<file path="src/slcd_pkg.sv">
// slcd_pkg: constants, register map and state type of the segment lcd drive control
package slcd_pkg;

  // ************************************************************
  // register indices (byte address is four times the index)
  // ************************************************************
  localparam logic [15:0] IDX_DRIVE_CLOCK = 16'h5070;
  localparam logic [15:0] IDX_PANEL_DISPLAY_CONTROL = 16'h50a0;
  localparam logic [15:0] IDX_FRAME_AND_DUTY_CONTROL = 16'h50a2;
  localparam logic [15:0] IDX_DRIVE_VOLTAGE_REGULATOR_CONTROL = 16'h50a3;
  localparam logic [15:0] IDX_FRAME_IRQ_MASK = 16'h50a5;
  localparam logic [15:0] IDX_FRAME_IRQ_STATUS = 16'h50a6;
  localparam int ADDR_W = 20;

  // ************************************************************
  // field positions
  // ************************************************************
  localparam int POS_DRIVE_CLOCK_ENABLE = 0;
  localparam int POS_INVERT_DISPLAY_N = 4;
  localparam int POS_DISPLAY_MODE = 0;
  localparam int POS_FRAME_DIVIDER = 6;
  localparam int POS_DRIVE_DUTY = 0;
  localparam int POS_HEAVY_LOAD = 4;
  localparam int POS_REF_VOLTAGE = 0;
  localparam int POS_FRAME_IRQ = 0;

  // ************************************************************
  // encodings
  // ************************************************************
  localparam logic [1:0] MODE_OFF = 2'h0;
  localparam logic [1:0] MODE_NORMAL = 2'h1;
  localparam logic [1:0] MODE_ALL_ON = 2'h2;
  localparam logic [1:0] MODE_ALL_OFF = 2'h3;
  localparam logic [2:0] DUTY_STATIC = 3'h0;
  localparam logic [2:0] DUTY_HALF = 3'h1;
  localparam logic [2:0] DUTY_THIRD = 3'h2;
  localparam logic [2:0] DUTY_QUARTER = 3'h3;

  // ************************************************************
  // reset values
  // ************************************************************
  localparam logic [1:0] RST_DISPLAY_MODE = MODE_OFF;
  localparam logic RST_INVERT_DISPLAY_N = 1'b1;
  localparam logic [1:0] RST_FRAME_DIVIDER = 2'h1;
  localparam logic [2:0] RST_DRIVE_DUTY = DUTY_QUARTER;
  localparam logic RST_HEAVY_LOAD = 1'b0;
  localparam logic RST_REF_VOLTAGE = 1'b0;
  localparam logic RST_FRAME_IRQ_ENABLE = 1'b0;
  localparam logic RST_DRIVE_CLOCK_ENABLE = 1'b0;

  // ************************************************************
  // base clock figures
  // ************************************************************
  localparam int LOW_SPEED_OSC_HZ = 32768;
  localparam int LCD_BASE_CLOCK_HZ = 512;
  localparam int SEG_LINES = 32;

  // ************************************************************
  // state
  // ************************************************************
  typedef struct packed {
    logic drive_clock_enable;
    logic invert_display_n;
    logic [1:0] display_mode_select;
    logic [1:0] frame_divider_select;
    logic [2:0] drive_duty_select;
    logic heavy_load_protect;
    logic reference_voltage_select;
    logic frame_irq_enable;
    logic frame_irq_flag;
    logic sleep;
    logic [2:0] tick_sync;
    logic [3:0] step_cnt;
    logic [1:0] com_index;
    logic frame_polarity;
    logic frame_pulse;
    logic irq;
    logic pready;
    logic pslverr;
    logic [31:0] prdata;
    logic [3:0] com_enable;
    logic [SEG_LINES-1:0] seg_enable;
    logic com_dynamic;
    logic segs_force_on;
    logic segs_force_off;
    logic seg_invert;
    logic supply_on;
    logic nodes_grounded;
    logic drive_clock_gate;
  } slcd_state_s;

endpackage

</file>
<file path="src/slcd_top.sv">
// slcd_top: segment lcd drive control with apb register slave
//
// The implementer's own choice: the APB interface to the registers.
`timescale 1ns/1ps
`default_nettype none

// Overview of operation
// - invert bit 0 drives panel inverted except in all off, 1 normal; memory untouched.
// - mode 3 all off static, 2 all on dynamic, 1 normal, 0 off.
// - display off stops drive supply and grounds all three voltage nodes.
// - all on/off shape the output directly; commons dynamic on, static off.
// - reset sets display mode to off.
// - sleep forces display off; previous mode returns after sleep.
// - frame divider 0..3 divides base clock by 4, 8, 12, 16; reset 1.
// - in 1/3 duty divisions become 6, 9, 12, 15.
// - 32.768 kHz source gives 512 Hz base, default frame 64 Hz.
// - duty 3..0 gives 1/4, 1/3, 1/2, static commons; 4..7 reserved; reset 3.
// - all 32 segment lines active in every duty.
// - heavy-load protection bit read-write, reset 0.
// - frame interrupt enable gates requests, reset 0.
// - flag sets every frame; request while flag and enable both set.
// - drive clock passes only while its enable bit is 1, reset 0.
module slcd_top
  import slcd_pkg::*;
(
  input wire logic clk,
  input wire logic rstn,
  input wire logic psel,
  input wire logic penable,
  input wire logic pwrite,
  input wire logic [slcd_pkg::ADDR_W-1:0] paddr,
  input wire logic [31:0] pwdata,
  output logic [31:0] prdata,
  output logic pready,
  output logic pslverr,
  input wire logic sleep_active,
  input wire logic lcd_base_clock,
  output logic irq,
  output logic frame_pulse,
  output logic [1:0] com_index,
  output logic frame_polarity,
  output logic [3:0] com_enable,
  output logic [slcd_pkg::SEG_LINES-1:0] seg_enable,
  output logic com_dynamic,
  output logic segs_force_on,
  output logic segs_force_off,
  output logic seg_invert,
  output logic supply_on,
  output logic nodes_grounded,
  output logic heavy_load_protect,
  output logic reference_voltage_select,
  output logic drive_clock_gate
);
  import slcd_pkg::*;

  // ************************************************************
  // reset image
  // ************************************************************
  localparam slcd_state_s RST_STATE = '{
    drive_clock_enable: RST_DRIVE_CLOCK_ENABLE,
    invert_display_n: RST_INVERT_DISPLAY_N,
    display_mode_select: RST_DISPLAY_MODE,
    frame_divider_select: RST_FRAME_DIVIDER,
    drive_duty_select: RST_DRIVE_DUTY,
    heavy_load_protect: RST_HEAVY_LOAD,
    reference_voltage_select: RST_REF_VOLTAGE,
    frame_irq_enable: RST_FRAME_IRQ_ENABLE,
    frame_irq_flag: 1'b0,
    sleep: 1'b0,
    tick_sync: 3'h0,
    step_cnt: 4'h0,
    com_index: 2'h0,
    frame_polarity: 1'b0,
    frame_pulse: 1'b0,
    irq: 1'b0,
    pready: 1'b0,
    pslverr: 1'b0,
    prdata: 32'h0,
    com_enable: 4'h0,
    seg_enable: '0,
    com_dynamic: 1'b0,
    segs_force_on: 1'b0,
    segs_force_off: 1'b0,
    seg_invert: 1'b0,
    supply_on: 1'b0,
    nodes_grounded: 1'b1,
    drive_clock_gate: 1'b0
  };

  slcd_state_s st_reg;
  slcd_state_s st_next;

  logic [1:0] mode_eff;
  logic base_tick;
  logic [4:0] step_len;
  logic [1:0] com_last;
  logic frame_end;
  logic [15:0] idx;
  logic addr_ok;
  logic wr_go;
  logic [31:0] rdata;

  always_comb
  begin
    st_next = st_reg;
    // sleep hides the stored mode, which is kept for the wake-up
    mode_eff = st_reg.sleep ? MODE_OFF : st_reg.display_mode_select;

    // ************************************************************
    // base clock crossing and frame sequencing
    // ************************************************************
    // base clock comes from another domain: two stages, then edge detect
    st_next.tick_sync = {st_reg.tick_sync[1:0], lcd_base_clock};
    base_tick = st_reg.tick_sync[1] & ~st_reg.tick_sync[2];

    // per-common step so that length times commons equals the frame ratio
    // static 1/16 needs sixteen ticks, one more than four bits hold
    unique case (st_reg.drive_duty_select)
      DUTY_THIRD:
      begin
        step_len = {3'h0, st_reg.frame_divider_select} + 5'h2;
        com_last = 2'h2;
      end
      DUTY_HALF:
      begin
        step_len = {2'h0, st_reg.frame_divider_select, 1'b0} + 5'h2;
        com_last = 2'h1;
      end
      DUTY_STATIC:
      begin
        step_len = {1'b0, st_reg.frame_divider_select, 2'h0} + 5'h4;
        com_last = 2'h0;
      end
      DUTY_QUARTER:
      begin
        step_len = {3'h0, st_reg.frame_divider_select} + 5'h1;
        com_last = 2'h3;
      end
      default:
      begin
        // reserved codes behave as quarter duty
        step_len = {3'h0, st_reg.frame_divider_select} + 5'h1;
        com_last = 2'h3;
      end
    endcase

    frame_end = 1'b0;
    st_next.frame_pulse = 1'b0;
    if (!st_reg.drive_clock_enable)
    begin
      st_next.step_cnt = 4'h0;
      st_next.com_index = 2'h0;
    end
    else if (base_tick)
    begin
      if ({1'b0, st_reg.step_cnt} + 5'h1 >= step_len)
      begin
        st_next.step_cnt = 4'h0;
        if (st_reg.com_index >= com_last)
        begin
          st_next.com_index = 2'h0;
          frame_end = 1'b1;
        end
        else
        begin
          st_next.com_index = st_reg.com_index + 2'h1;
        end
      end
      else
      begin
        st_next.step_cnt = st_reg.step_cnt + 4'h1;
      end
    end
    if (frame_end)
    begin
      st_next.frame_pulse = 1'b1;
      st_next.frame_polarity = ~st_reg.frame_polarity;
    end

    // ************************************************************
    // apb slave: one wait-free access, answer registered in setup
    // ************************************************************
    idx = paddr[17:2];
    // misaligned or out-of-range addresses answer with an error
    addr_ok = 1'b0;
    if ((paddr[1:0] == 2'h0) && (paddr[ADDR_W-1:18] == '0))
    begin
      unique case (idx)
        IDX_DRIVE_CLOCK, IDX_PANEL_DISPLAY_CONTROL, IDX_FRAME_AND_DUTY_CONTROL:
          addr_ok = 1'b1;
        IDX_DRIVE_VOLTAGE_REGULATOR_CONTROL, IDX_FRAME_IRQ_MASK, IDX_FRAME_IRQ_STATUS:
          addr_ok = 1'b1;
        default:
          addr_ok = 1'b0;
      endcase
    end
    rdata = 32'h0;
    unique case (idx)
      IDX_DRIVE_CLOCK:
        rdata[POS_DRIVE_CLOCK_ENABLE] = st_reg.drive_clock_enable;
      IDX_PANEL_DISPLAY_CONTROL:
      begin
        rdata[POS_INVERT_DISPLAY_N] = st_reg.invert_display_n;
        rdata[POS_DISPLAY_MODE +: 2] = mode_eff;
      end
      IDX_FRAME_AND_DUTY_CONTROL:
      begin
        rdata[POS_FRAME_DIVIDER +: 2] = st_reg.frame_divider_select;
        rdata[POS_DRIVE_DUTY +: 3] = st_reg.drive_duty_select;
      end
      IDX_DRIVE_VOLTAGE_REGULATOR_CONTROL:
      begin
        rdata[POS_HEAVY_LOAD] = st_reg.heavy_load_protect;
        rdata[POS_REF_VOLTAGE] = st_reg.reference_voltage_select;
      end
      IDX_FRAME_IRQ_MASK:
        rdata[POS_FRAME_IRQ] = st_reg.frame_irq_enable;
      IDX_FRAME_IRQ_STATUS:
        rdata[POS_FRAME_IRQ] = st_reg.frame_irq_flag;
      default:
        rdata = 32'h0;
    endcase

    st_next.pready = 1'b0;
    if (psel && !penable)
    begin
      st_next.pready = 1'b1;
      st_next.pslverr = ~addr_ok;
      st_next.prdata = (addr_ok && !pwrite) ? rdata : 32'h0;
    end

    wr_go = psel && penable && st_reg.pready && pwrite && addr_ok;
    if (wr_go)
    begin
      unique case (idx)
        IDX_DRIVE_CLOCK:
          st_next.drive_clock_enable = pwdata[POS_DRIVE_CLOCK_ENABLE];
        IDX_PANEL_DISPLAY_CONTROL:
        begin
          st_next.invert_display_n = pwdata[POS_INVERT_DISPLAY_N];
          st_next.display_mode_select = pwdata[POS_DISPLAY_MODE +: 2];
        end
        IDX_FRAME_AND_DUTY_CONTROL:
        begin
          st_next.frame_divider_select = pwdata[POS_FRAME_DIVIDER +: 2];
          st_next.drive_duty_select = pwdata[POS_DRIVE_DUTY +: 3];
        end
        IDX_DRIVE_VOLTAGE_REGULATOR_CONTROL:
        begin
          st_next.heavy_load_protect = pwdata[POS_HEAVY_LOAD];
          st_next.reference_voltage_select = pwdata[POS_REF_VOLTAGE];
        end
        IDX_FRAME_IRQ_MASK:
          st_next.frame_irq_enable = pwdata[POS_FRAME_IRQ];
        IDX_FRAME_IRQ_STATUS:
          // write one to clear is resolved below, where a set can still win
          st_next.frame_irq_flag = st_reg.frame_irq_flag;
        default:
          st_next.drive_clock_enable = st_reg.drive_clock_enable;
      endcase
    end

    // ************************************************************
    // frame interrupt: sticky flag, write one to clear, set wins
    // ************************************************************
    if (wr_go && idx == IDX_FRAME_IRQ_STATUS && pwdata[POS_FRAME_IRQ])
    begin
      st_next.frame_irq_flag = 1'b0;
    end
    if (frame_end)
    begin
      st_next.frame_irq_flag = 1'b1;
    end
    st_next.irq = st_next.frame_irq_flag & st_next.frame_irq_enable;

    st_next.sleep = sleep_active;

    // ************************************************************
    // driver controls, from the next state so they track the registers
    // ************************************************************
    mode_eff = st_next.sleep ? MODE_OFF : st_next.display_mode_select;
    st_next.drive_clock_gate = st_next.drive_clock_enable;
    // every mode sets every driver control, so no mode inherits another's shape
    unique case (mode_eff)
      MODE_OFF:
      begin
        // supply stopped, the three drive nodes held at ground
        st_next.supply_on = 1'b0;
        st_next.nodes_grounded = 1'b1;
        st_next.segs_force_on = 1'b0;
        st_next.segs_force_off = 1'b0;
        st_next.com_dynamic = 1'b0;
        st_next.seg_invert = ~st_next.invert_display_n;
      end
      MODE_NORMAL:
      begin
        st_next.supply_on = 1'b1;
        st_next.nodes_grounded = 1'b0;
        st_next.segs_force_on = 1'b0;
        st_next.segs_force_off = 1'b0;
        st_next.com_dynamic = 1'b1;
        st_next.seg_invert = ~st_next.invert_display_n;
      end
      MODE_ALL_ON:
      begin
        // waveform forced on, memory untouched; inversion still applies
        st_next.supply_on = 1'b1;
        st_next.nodes_grounded = 1'b0;
        st_next.segs_force_on = 1'b1;
        st_next.segs_force_off = 1'b0;
        st_next.com_dynamic = 1'b1;
        st_next.seg_invert = ~st_next.invert_display_n;
      end
      MODE_ALL_OFF:
      begin
        // commons static and never inverted, so the panel stays blank
        st_next.supply_on = 1'b1;
        st_next.nodes_grounded = 1'b0;
        st_next.segs_force_on = 1'b0;
        st_next.segs_force_off = 1'b1;
        st_next.com_dynamic = 1'b0;
        st_next.seg_invert = 1'b0;
      end
    endcase
    unique case (st_next.drive_duty_select)
      DUTY_STATIC: st_next.com_enable = 4'h1;
      DUTY_HALF: st_next.com_enable = 4'h3;
      DUTY_THIRD: st_next.com_enable = 4'h7;
      DUTY_QUARTER: st_next.com_enable = 4'hf;
      // reserved codes drive all four commons, as quarter duty does
      default: st_next.com_enable = 4'hf;
    endcase
    if (mode_eff == MODE_OFF)
    begin
      st_next.com_enable = 4'h0;
    end
    st_next.seg_enable = (mode_eff == MODE_OFF) ? '0 : '1;
  end

  always_ff @(posedge clk)
  begin
    if (!rstn)
    begin
      st_reg <= RST_STATE;
    end
    else
    begin
      st_reg <= st_next;
    end
  end

  // ************************************************************
  // outputs
  // ************************************************************
  assign prdata = st_reg.prdata;
  assign pready = st_reg.pready;
  assign pslverr = st_reg.pslverr;
  assign irq = st_reg.irq;
  assign frame_pulse = st_reg.frame_pulse;
  assign com_index = st_reg.com_index;
  assign frame_polarity = st_reg.frame_polarity;
  assign com_enable = st_reg.com_enable;
  assign seg_enable = st_reg.seg_enable;
  assign com_dynamic = st_reg.com_dynamic;
  assign segs_force_on = st_reg.segs_force_on;
  assign segs_force_off = st_reg.segs_force_off;
  assign seg_invert = st_reg.seg_invert;
  assign supply_on = st_reg.supply_on;
  assign nodes_grounded = st_reg.nodes_grounded;
  assign heavy_load_protect = st_reg.heavy_load_protect;
  assign reference_voltage_select = st_reg.reference_voltage_select;
  assign drive_clock_gate = st_reg.drive_clock_gate;

endmodule

`default_nettype wire

</file>
<file path="config.mk">
export PLATFORM = sky130hd
export DESIGN_NAME = slcd_top
export DESIGN_NICKNAME = d
export VERILOG_FILES = /design/src/slcd_pkg.sv /design/src/slcd_top.sv
export SDC_FILE = /design/constraint.sdc
export NUM_CORES = 1
export LEC_CHECK = 0
export BUFFER_PORTS_ARGS = -buffer_cell sky130_fd_sc_hd__buf_4
export CAP_MARGIN = 20
export CORE_ASPECT_RATIO = 1.1
export CORE_MARGIN = 5
export CORE_UTILIZATION = 46
export CTS_CLUSTER_SIZE = 25
export DETAILED_ROUTE_END_ITERATION = 10
export GPL_ROUTABILITY_DRIVEN = 0
export HOLD_SLACK_MARGIN = 0.02
export PLACE_DENSITY = 0.78
export SYNTH_ARGS = -nofsm -noshare
export SYNTH_HDL_FRONTEND = slang
export SYNTH_SLANG_ARGS = --single-unit
</file>
<file path="constraint.sdc">
create_clock -name clk -period 3.2 [get_ports clk]
set_input_delay 0.16 -clock clk [delete_from_list [all_inputs] [get_ports clk]]
set_output_delay 0.16 -clock clk [all_outputs]
set_load 0.02 [all_outputs]
</file>
# Yosys cells after proc, flatten, opt, wreduce, memory -nomap -nowiden
# Cells that the tools add are included.
# classes
add_sub_neg	7
magnitude_cmp	2
eq_ne	13
mux	31
n_bitwise	7
reduce_logical	23
# ops
operator	count
16-bit by 15-bit equality test with 1-bit output, second input constant	6
34-bit 2-to-1 mux	1
32-bit 2-to-1 mux	1
6-bit case mux with 4 select lines	1
5-bit case mux with 3 select lines	1
13-bit 2-to-1 mux	1
1-bit 2-to-1 mux	12
4-bit case mux with 3 select lines	1
2-bit 2-to-1 mux	5
2-bit AND reduction	5
1-bit logical AND	9
8-bit 2-to-1 mux	1
3-bit by 1-bit equality test with 1-bit output, second input constant	2
3-bit by 2-bit equality test with 1-bit output, second input constant	2
2-bit zero test	3
3-bit zero test	2
1-bit case mux with 6 select lines	1
2-bit case mux with 3 select lines	1
6-bit OR reduction	1
4-bit by 1-bit adder with 5-bit output, second input constant	1
4-bit by 3-bit adder with 5-bit output, second input constant	1
5-bit greater-or-equal comparator	1
5-bit 2-to-1 mux	1
1-bit NOT	5
other kinds (14)	18
# totals
ff_bits	102
input_bits	59
out_inout_bits	84
word_cells	110

# Longest topological paths before layout
# Gate-level depths: netlist of run 1.
# depth
depth_word	10
ltp_mapped	12
ltp_nobuf	10

# Worst setup path after synthesis of run 1
# OpenSTA, ideal clock, no wires.
# synth_path
path_kind	register to register
start	register st_reg[95] (netlist name)
end	register st_reg, in the netlist com_index[0]
setup_ns	0.071
t_arrival_ns	2.457
required_ns	3.129
setup_slack_ns	0.672
path_stages_with_launch	13
path_buffers	2
synth_period_minus_slack_ns	2.528
cell_sequence	dfxtp_1 -> clkbuf_1 -> nor3b_1 -> a21oi_1 -> nor2_1 -> a21oi_1 -> ha_1 -> nand2_1 -> o21ai_0 -> a31oi_1 -> clkbuf_1 -> or4b_2 -> a21oi_1
# synth_between
elab_chain_len	4
elab_cells_between_ends	9
cone_classes	order compare: 2; eq/ne: 2; mux: 3; reduce/logical: 2
# synth_lines
item	line	source
start, declared	slcd_top.sv:90	slcd_state_s st_reg;
start signal, assigned	slcd_top.sv:348	st_reg <= st_next;
3-bit by 1-bit equality test with 1-bit output (tied with other cells)	slcd_top.sv:118	unique case (st_reg.drive_duty_select)
5-bit case mux with 3 select lines / 2-bit case mux with 3 select lines (equally long branches)	slcd_top.sv:118	
5-bit greater-or-equal comparator / 2-bit greater-or-equal comparator (equally long branches)	slcd_top.sv:156, slcd_top.sv:159	
2-bit AND reduction (no source line) / 2-bit 2-to-1 mux (equally long branches)	n/a	
# Several ways; a longest one is shown, not always the timed one.
# A chain may end at the register's enable or synchronous reset.

# Worst setup path after layout of run 1
# layout_path
start	register st_reg[97] (netlist name)
end	register st_reg, in the netlist com_index[0]
# layout_between
elab_chain_len	4
elab_cells_between_ends	7
cone_classes	add/sub: 4; order compare: 1; mux: 1; reduce/logical: 1
# layout_lines
item	line	source
4-bit by 3-bit adder with 5-bit output (tied with other cells)	slcd_top.sv:131	step_len = {1'b0, st_reg.frame_divider_select, 2'h0} + 5'h4;
5-bit case mux with 3 select lines *	slcd_top.sv:118	
5-bit greater-or-equal comparator *	slcd_top.sv:156	if ({1'b0, st_reg.step_cnt} + 5'h1 >= step_len)
2-bit AND reduction (no source line) *	n/a	
# Mark *: on every way between the ends. The rest lies on a longest branch, timed or not.

==> results of run 1 <==
layer usage:
layer	global-route usage (%)	up-vias	share of wire [%]
met5	0	-	0
met4	5.28	0	1.7
met3	5.69	9	12
met2	24.1	95	46
met1	18.6	1017	41
li1	-	1117	-
layout by cell type (no fill, tap or decap), types with 3 or more instances in the layout:
cell and n:
a31oi_1 4, nor3_1 5, mux2i_1 12, nand2b_1 4, a22o_2 3, nor2_1 24, nand4_1 3, and2_1 8
dfxtp_1 44, o21ai_0 5, nand2_1 26, or4_1 3, buf_4 92, inv_1 6, a21oi_1 16, nor2b_1 4
a211oi_1 6, clkbuf_8 6, ha_1 14, nor3b_1 3, or2_2 3, conb_1 26, nor4_1 3, nand3_1 10
final cells by class:
class                   instances  share of cell area, %
well taps                      80                   3.09
clock inverters                 2                   1.20
clock buffers                   6                   2.55
multi-input cells             219                   43.9
repair buffers                 92                   21.3
flip-flops and latches         44                   27.2
inverters                       6                  0.696
worst max-delay path, stage by stage, from the launching register on:
cell and delay (ns):
dfxtp_1 0.46, ha_1 0.30, a211oi_1 0.24, nor2_1 0.07, o22ai_1 0.16, ha_1 0.17, nand2_1 0.04, o21ai_0 0.16
a31oi_1 0.32, or4b_2 0.69, a21oi_1 0.14
power by group:
| group | total, mW | internal [mW] | switching [mW] |
|---|---|---|---|
| Clock | 0.453 | 0.255 | 0.198 |
| Sequential | 0.552 | 0.550 | 0.00160 |
| Combinational | 0.103 | 0.0384 | 0.0647 |
| Total | 1.11 | 0.844 | 0.264 |
worst paths after layout:
kind	from	to	slack, ns	cells after the start
worst max-delay path	st_reg[97]	com_index[0]	0.37	10
worst min-delay path	lcd_base_clock	st_next[87]	0.06	2
worst max register to register	st_reg[97]	com_index[0]	0.37	10
worst min register to register	st_next[87]	st_next[88]	0.44	1
logic make-up (layout without fill, tap and decap cells):
group	Yosys count	in the layout	synth area share [%]
DFF	44	44	30.6
adders and majority gates	14	14	6.09
and+or+nand+nor	118	118	23.7
AOI/OAI and AO/OA	45	45	10.7
xor gates and xnor gates	3	3	0.914
other	1	26	0.130
muxes	13	13	4.57
buffers and inverters	89	106	23.3
metrics by stage:
step                utilization [%]  area (sq um)  hold slack [ns]
floorplan                         -          2970            0.282
global placement               50.9          3110            0.367
detailed placement             50.9          3110            0.374
CTS                            52.9          3240           0.0550
global route                   52.9          3240           0.0620
finish                         52.9          3240           0.0640
==> results.md, run 1 <==
* Netlist Area Pre-Place at 2880 sq um
* Nets at 441
* Multi-input logic area at 1420 sq um
* # resized after CTS at 0
* Worst path arrival time at 3.06 ns
* Fin cells at 449
* Worst Tran Pin Value at 0.902 ns
* Rows at 30
* Average vias per placed instance at 4.98
* Vias in the first global route at 2090
* Outcome: finished, final reports clean
* Setup TNS at 0 ns
* Die Wd at 85.4 microns
* Port Buffer Count at 90
* Peak supply drop at 326 uV
* FILL cells at 562
* Synth top area share at 30.6%
* Top post-synthesis cells by area: dfxtp_1 (31%), buf_4 (19%), ha_1 (6.1%)
* Crit. End Element: flop
* Pre-CTS setup slack at 0.274 ns
* Cts bufs inserted at 5
* Tot Pwr at 1.11 mW
* Tcrit/Tclk final at 88.4%
* Commonest cells in the synthesized netlist: buf_4 (71), dfxtp_1 (44), nand2_1 (26)
* Post-synth EDFFs at 0
* Synth Area per Inst at 8.80 sq um
* CTS Root Cell: clkbuf_8
* Setup violations, final at 0
* Die area at 7940 sq um
* Max FFs per register at 16
* Clock sink total at 44
* Half-perimeter wire length after placement at 4800 microns
* Cell taking the most area after synthesis: dfxtp_1
* Final Max Slew Viols at 0
* First-pass DRT Iterations at 4
* Fraction of layout cells with a size suffix above 1 at 33.1%
* P_leak at 1.48 nW
* Iteration-0 DRC Markers at 94
* Worst hold-check path type: in -> reg
* Core ar. at 6120 sq um
* Inserted Diodes at 0
* Min cycle time layout at 2.83 ns
* Synth warn at 0
* Cell with the most instances after synthesis: buf_4
* Clock slew at reported path FFs at 0.09 ns
* Die height at 92.9 microns
* Num ports at 143
* Overall Global Routing Usage at 15.1%
* Vias at 2238
* RSZ-0062 raised after global routing: no
* Placed insts at 441
* GRT Residual Overflow at 0
* Initial antenna violation count at 0
* Largest net degree at the start of global routing at 34
* Wirelength per Cell at 13.5 microns
* First-pass GRT wire length at 9690 microns
* Worst-case clock buffer depth at 2
* Synth Flop Type: dfxtp_1
* Register area share after synthesis at 30.6%
* Critical path peak fanout at 12
* Crit path required time at 3.43 ns
* Fmax at 354 MHz
* Area grow syn2layout at 12.5%
* Post-CTS setup buffers at 0
* Final wirelength at 6040 microns
* CTS tree: yes
* Clk Latency, worst-skew pair at 0.30 ns
* Setup ws final at 0.372 ns
* Setup Crit Path Kind: reg -> reg
* Final Skew at 0.00792 ns
* Synth Instances at 327
* Hold buffer count at CTS at 0
* Final ANT Viol Nets at 0
* FFs w/ async S/R, synth at 0%
* Initial core utilization at 47.0%
* MaxCap Viol Count at 0
* Synth cell types at 55
* Final Hold Violating Endpoints at 0
* Flops & latches, synth at 44
* H-tree depth at 2
* DRC at 0
* Pwr Density at 342 nW/um^2
* Register Area at 881 sq um
* Max-slew headroom at 39.8%
* CP startpoint kind: flop
No activity file was read; power rests on OpenSTA's default activity.
==> inputs of run 2 (changes only) <==
- CORE_ASPECT_RATIO: 1.1 -> not set
==> run 2 against run 1 <==
- maximum frequency up 0.23%
- sequential cell count unchanged
- global-route usage shrank 0.27 points
- cell count is 1.1% lower
- utilization is 0.54 points higher
- register-to-register slack about the same
- wire length decreased by 2.7%
- count of clock-buffer cells in the layout unchanged
- critical path type unchanged
- critical endpoint is now irq
==> results.md, run 2 (same netlist as run 1, synthesis figures left out) <==
* Largest net degree at the start of global routing at 34 (unchanged)
* Vias at 2260 (was 2238)
* Commonest non-fill, non-tap cell in the layout: buf_4 (unchanged)
* Tcrit/Tclk final at 88.2% (was 88.4%)
* Clk pwr share at 34.9% (was 40.9%)
* GR Layer Usage met2 at 25.4% (was 24.1%)
* Post-layout util at 53.4% (was 52.9%)
* Half-perimeter wire length after placement at 4780 microns (was 4800 microns)
* Clk Latency, worst-skew pair at 0.30 ns (about the same)
* Comb pwr share at 10.3% (was 9.3%)
* Nets at 441 (unchanged)
* Reg2Reg Setup Slack at 0.38 ns (was 0.37 ns)
* Routing usage on met1 at 17.8% (was 18.6%)
* MaxCap Viol Count at 0 (unchanged)
* Pint at 0.761 mW (was 0.844 mW)
* Die Wd at 89.1 microns (was 85.4 microns)
* Overall Global Routing Usage at 14.9% (was 15.1%)
* Core ar. at 5990 sq um (was 6120 sq um)
* Setup violations, final at 0 (unchanged)
* Psw at 0.245 mW (was 0.264 mW)
* CP startpoint kind: flop (unchanged)
* Final ANT Viol Nets at 0 (unchanged)
* CTS Root Cell: clkbuf_8 (unchanged)
* Post-CTS setup buffers at 0 (unchanged)
* Crit. Startpoint: st_reg[97] (unchanged)
* Hold buffer count at CTS at 0 (unchanged)
* First-pass GRT wire length at 9310 microns (was 9690 microns)
* Num ports at 143 (unchanged)
* Switching share of power at 24.4% (was 23.8%)
* Crit path buf inv count at 0 (unchanged)
* Crit-path max cell delay at 0.66 ns (was 0.69 ns)
* Crit-path cells: ha_1 > a211oi_1 > nor2_1 > o22ai_1 > ha_1 > a21oi_1 > o21ai_0 > a31oi_1 > or4_1 > a21oi_1 (was ha_1 > a211oi_1 > nor2_1 > o22ai_1 > ha_1 > nand2_1 > o21ai_0 > a31oi_1 > or4b_2 > a21oi_1)
* Most frequent cells in the layout: buf_4 (92), dfxtp_1 (44), nand2_1 (26), conb_1 (26), nor2_1 (24) (unchanged)
* Met3 Usage GRT at 4.61% (was 5.69%)
* Reg2reg path depth at 10 (unchanged)
* Max-slew headroom at 39.7% (was 39.8%)
* Worst path arrival time at 3.00 ns (was 3.06 ns)
* Max FFs per register at 16 (unchanged)
* Initial core utilization at 48.0% (was 47.0%)
* Final wirelength at 5880 microns (was 6040 microns)
* Crit path required time at 3.37 ns (was 3.43 ns)
* Reg power frac at 54.8% (was 49.8%)
* Cts bufs inserted at 5 (unchanged)
* Worst-case clock buffer depth at 2 (unchanged)
* CP max stage cell: a31oi_1 (was or4b_2)
* Iteration-0 DRC Markers at 98 (was 94)
* DRC at 0 (unchanged)
* Clock sink total at 44 (unchanged)
* Crit. End Element: flop (unchanged)
* Critical path peak fanout at 12 (unchanged)
* Port Buffer Count at 90 (unchanged)
* RSZ-0062 raised after global routing: no (unchanged)
* Vias in the first global route at 2142 (was 2090)
* Average vias per placed instance at 5.09 (was 4.98)
* Area grow syn2layout at 11.3% (was 12.5%)
* Final Max Slew Viols at 0 (unchanged)
* Global routing's busiest layer: met2 (unchanged)
* Final Hold Violating Endpoints at 0 (unchanged)
* Final Skew at 0.00923 ns (was 0.00792 ns)
* Setup Crit Path Kind: reg -> reg (unchanged)
* GRT Residual Overflow at 0 (unchanged)
* Initial antenna violation count at 0 (unchanged)
* Worst Tran Pin Value at 0.904 ns (was 0.902 ns)
* Hold wc startpoint: lcd_base_clock (unchanged)
* Crit path max-delay family: compound AO/OA/AOI/OAI gates (unchanged)
* First-pass DRT Iterations at 4 (unchanged)
* Worst r2r dst: irq (was com_index[0])
* Fmax at 354 MHz (about the same)
* # resized after CTS at 0 (unchanged)
* Worst hold path depth at 2 (unchanged)
* P_leak at 1.47 nW (was 1.48 nW)
* Peak supply drop at 217 uV (was 326 uV)
* Clock slew at reported path FFs at 0.08 ns (was 0.09 ns)
* Inserted Diodes at 0 (unchanged)
* Pwr Density at 314 nW/um^2 (was 342 nW/um^2)
* Fraction of layout cells with a size suffix above 1 at 33.1% (unchanged)
* Hold Path End: st_next[87] (unchanged)
* H-tree depth at 2 (unchanged)
* Worst hold-check path type: in -> reg (unchanged)
* Rows at 28 (was 30)
* Die area at 7930 sq um (was 7940 sq um)
* Setup TNS at 0 ns (unchanged)
* Outcome: finished, final reports clean (unchanged)
* Min cycle time layout at 2.82 ns (was 2.83 ns)
* Wirelength per Cell at 13.2 microns (was 13.5 microns)
* Die height at 89.1 microns (was 92.9 microns)
* CTS tree: yes (unchanged)
* FF-to-FF Start: st_reg[97] (unchanged)
run 2: worst max-delay path by stage:
stage,cells past startpoint,end,slack [ns]
after global placement,9,com_enable[1],0.32
after floorplan,12,com_index[0],0.67
final,10,irq,0.38
after global routing,10,irq,0.12
after CTS,10,irq,0.39
after detailed placement,9,com_enable[1],0.30
run 2: routing by layer:
layer  up-vias  wire [microns]
li1       1111               -
met1      1032            2310
met2       112            2740
met3         5             780
met4         0              47
met5         -               0
run 2: through the flow:
step / std cells / hold WS [ns] / instance area (sq um) / worst slack [ns] / power (mW)
2_1_floorplan: 352 / 0.282 / 2970 / 0.672 / 0.657
3_3_place_gp: 436 / 0.368 / 3110 / 0.319 / 0.666
3_5_place_dp: 436 / 0.375 / 3110 / 0.298 / 0.667
4_1_cts: 444 / 0.0670 / 3200 / 0.390 / 1.02
5_1_grt: 444 / 0.0688 / 3200 / 0.117 / 1.06
6_report: 444 / 0.0761 / 3200 / 0.378 / 1.01
run 2: worst reg2reg max path: cells and delay by family (launching register included):
family / cells / cell delay (ns)
simple gates: 2 / 0.33
compound gates: 6 / 1.32
flops: 1 / 0.46
fa+ha+maj: 2 / 0.57
run 2: cell type report:
type                       instances  area, sq um
timing repair buffer              92          691
multi-input combinational        219         1420
tap                               75         93.8
fill                             546         2790
sequential                        44          881
clock inverter                     2         10.0
inverter                           6         22.5
clock buffer                       6         82.6
run 2: power by group through the flow:
stage | clock network, mW | registers (mW) | logic, mW
floorplan | 0 | 0.566 | 0.0906
global placement | 0 | 0.565 | 0.101
detailed placement | 0 | 0.565 | 0.103
CTS | 0.368 | 0.552 | 0.103
global route | 0.397 | 0.553 | 0.114
finish | 0.351 | 0.552 | 0.104
==> inputs of run 3 (changes only) <==
- CORE_UTILIZATION: 46 -> 40
- GPL_ROUTABILITY_DRIVEN: 0 -> not set
- PLACE_DENSITY: 0.78 -> 0.71
==> run 3 against run 2 <==
- register-to-register slack about the same
- clock power down 4%
- worst setup slack worse by 0.0074 ns
- maximum frequency down 0.26%
- clock skew down 0.0051 ns
- non-clock buffer count up 1
- sequential cell count unchanged
- largest power group unchanged
- via count down 1.5%
- highest routed layer unchanged
==> results.md, run 3 (same netlist as run 1, synthesis figures left out) <==
* Outcome: finished, final reports clean (unchanged)
* Iteration-0 DRC Markers at 103 (was 98)
* CTS Root Cell: clkbuf_8 (unchanged)
* Crit. End Element: flop (unchanged)
* Setup violations, final at 0 (unchanged)
* MaxCap Viol Count at 0 (unchanged)
* Clock sink total at 44 (unchanged)
* Reg2Reg Setup Slack at 0.37 ns (was 0.38 ns)
* Core ar. at 7140 sq um (was 5990 sq um)
* Initial core utilization at 40.3% (was 48.0%)
* Comb pwr share at 10.5% (was 10.3%)
* Fin cells at 468 (was 444)
* H-tree depth at 2 (unchanged)
* Pwr Density at 308 nW/um^2 (was 314 nW/um^2)
* Post-CTS setup buffers at 0 (unchanged)
* Worst r2r dst: st_reg[84] (was irq)
* Clk Latency, worst-skew pair at 0.29 ns (was 0.30 ns)
* CTS tree: yes (unchanged)
* Worst hold path depth at 2 (unchanged)
* First-pass GRT wire length at 9390 microns (was 9310 microns)
* Final ANT Viol Nets at 0 (unchanged)
* Inserted Diodes at 0 (unchanged)
* FILL cells at 697 (was 546)
* GP Congestion at 0.832
* Wirelength per Cell at 12.9 microns (was 13.2 microns)
* Setup ws final at 0.371 ns (was 0.378 ns)
* Area grow syn2layout at 12.2% (was 11.3%)
* Vias in the first global route at 2048 (was 2142)
* Worst hold-check path type: in -> reg (unchanged)
* Average vias per placed instance at 4.76 (was 5.09)
* Vias at 2227 (was 2260)
* Tcrit/Tclk final at 88.4% (was 88.2%)
* Cts bufs inserted at 5 (unchanged)
* Tot Pwr at 0.993 mW (was 1.01 mW)
* Die Wd at 94.8 microns (was 89.1 microns)
* Final Max Slew Viols at 0 (unchanged)
* Num ports at 143 (unchanged)
* Worst Tran Pin Value at 0.889 ns (was 0.904 ns)
* Placed insts at 461 (was 436)
* RSZ-0062 raised after global routing: no (unchanged)
* First-pass DRT Iterations at 5 (was 4)
* Commonest non-fill, non-tap cell in the layout: buf_4 (unchanged)
* Nets at 442 (was 441)
* Setup TNS at 0 ns (unchanged)
* Register Area at 881 sq um (unchanged)
* Switching share of power at 25.8% (was 24.4%)
* Clk pwr share at 33.9% (was 34.9%)
* Hold wc startpoint: lcd_base_clock (unchanged)
* Peak supply drop at 204 uV (was 217 uV)
* Worst path arrival time at 3.05 ns (was 3.00 ns)
* Largest net degree at the start of global routing at 34 (unchanged)
* Worst-case clock buffer depth at 2 (unchanged)
* Clock slew at reported path FFs at 0.08 ns (about the same)
* Port Buffer Count at 90 (unchanged)
* Final wirelength at 6040 microns (was 5880 microns)
* Setup Crit Path Kind: reg -> reg (unchanged)
* Fmax at 353 MHz (was 354 MHz)
* Pint at 0.737 mW (was 0.761 mW)
* # resized after CTS at 0 (unchanged)
* Max-slew headroom at 40.5% (was 39.7%)
* Overall Global Routing Usage at 13.2% (was 14.9%)
* Post-DP Area at 3150 sq um (was 3110 sq um)
* Reg power frac at 55.6% (was 54.8%)
* Crit path required time at 3.42 ns (was 3.37 ns)
* CP startpoint kind: flop (unchanged)
* Fraction of layout cells with a size suffix above 1 at 33.1% (unchanged)
* Most frequent cells in the layout: buf_4 (93), dfxtp_1 (44), nand2_1 (26), conb_1 (26), nor2_1 (24) (was buf_4 (92), dfxtp_1 (44), nand2_1 (26), conb_1 (26), nor2_1 (24))
* Final Skew at 0.00415 ns (was 0.00923 ns)
* Min cycle time layout at 2.83 ns (was 2.82 ns)
* Final Hold Violating Endpoints at 0 (unchanged)
* DRC at 0 (unchanged)
* P_leak at 1.47 nW (about the same)
* GRT Residual Overflow at 0 (unchanged)
* FF-to-FF Start: st_reg[97] (unchanged)
* Hold Path End: st_next[87] (unchanged)
* Half-perimeter wire length after placement at 4730 microns (was 4780 microns)
* Reg2reg path depth at 10 (unchanged)
* Psw at 0.256 mW (was 0.245 mW)
* Hold buffer count at CTS at 0 (unchanged)
* Rows at 31 (was 28)
* Die height at 94.8 microns (was 89.1 microns)
* Max FFs per register at 16 (unchanged)
* Critical path peak fanout at 12 (unchanged)
* Final Instance Area at 3230 sq um (was 3200 sq um)
* Pre-CTS setup slack at 0.359 ns (was 0.298 ns)
* Die area at 8990 sq um (was 7930 sq um)
* Multi-input logic area at 1420 sq um (unchanged)
* Initial antenna violation count at 0 (unchanged)
## run 3: cell types whose count changed in the layout (fill, tap and decap cells not counted)
cell,delta
buf_4,+1
clkinv_2,-1
clkbuf_8,-1
clkinvlp_4,+1
## run 3: layout make-up
cell class,count,area share (%)
Sequential cell,44,27.3
Clock inverter,2,0.388
Tap cell,99,3.84
Timing Repair Buffer,93,21.6
Multi-Input combinational cell,219,44.0
Inverter,6,0.698
Clock buffer,5,2.13
## run 3: worst max-delay path: stages (launching register included)
cell	delay (ns)
dfxtp_1	0.47
ha_1	0.31
a211oi_1	0.24
nor2_1	0.06
o22ai_1	0.14
ha_1	0.26
a21oi_1	0.11
o21ai_0	0.09
a31oi_1	0.69
nand4b_1	0.20
a31oi_1	0.20
## run 3: power by group through the flow
stage / sequential (mW) / clock [mW] / combinational, mW
CTS: 0.552 / 0.352 / 0.103
global placement: 0.565 / 0 / 0.102
finish: 0.552 / 0.337 / 0.104
floorplan: 0.566 / 0 / 0.0906
global route: 0.553 / 0.382 / 0.114
detailed placement: 0.565 / 0 / 0.103
## run 3: worst max path at each step
stage,startpoint,endpoint,cells past startpoint
3_3_place_gp,paddr[19],com_enable[3],9
5_1_grt,st_reg[97],irq,10
4_1_cts,st_reg[97],irq,10
3_5_place_dp,paddr[19],com_enable[1],9
2_1_floorplan,st_reg[95],com_index[0],12
6_report,st_reg[97],st_reg[84],10
## run 3: stage by stage
stage               hold WS, ns  util [%]
floorplan                 0.282         -
detailed placement        0.374      44.1
CTS                      0.0688      45.2
global route             0.0616      45.2
global placement          0.367      44.1
finish                   0.0708      45.2
## run 3: layer usage
layer / GRT usage (%) / share of wire (%)
met1: 17.2 / 43
met3: 3.27 / 11
met2: 20.5 / 45
met4: 5.89 / 1.5
met5: 0 / 0
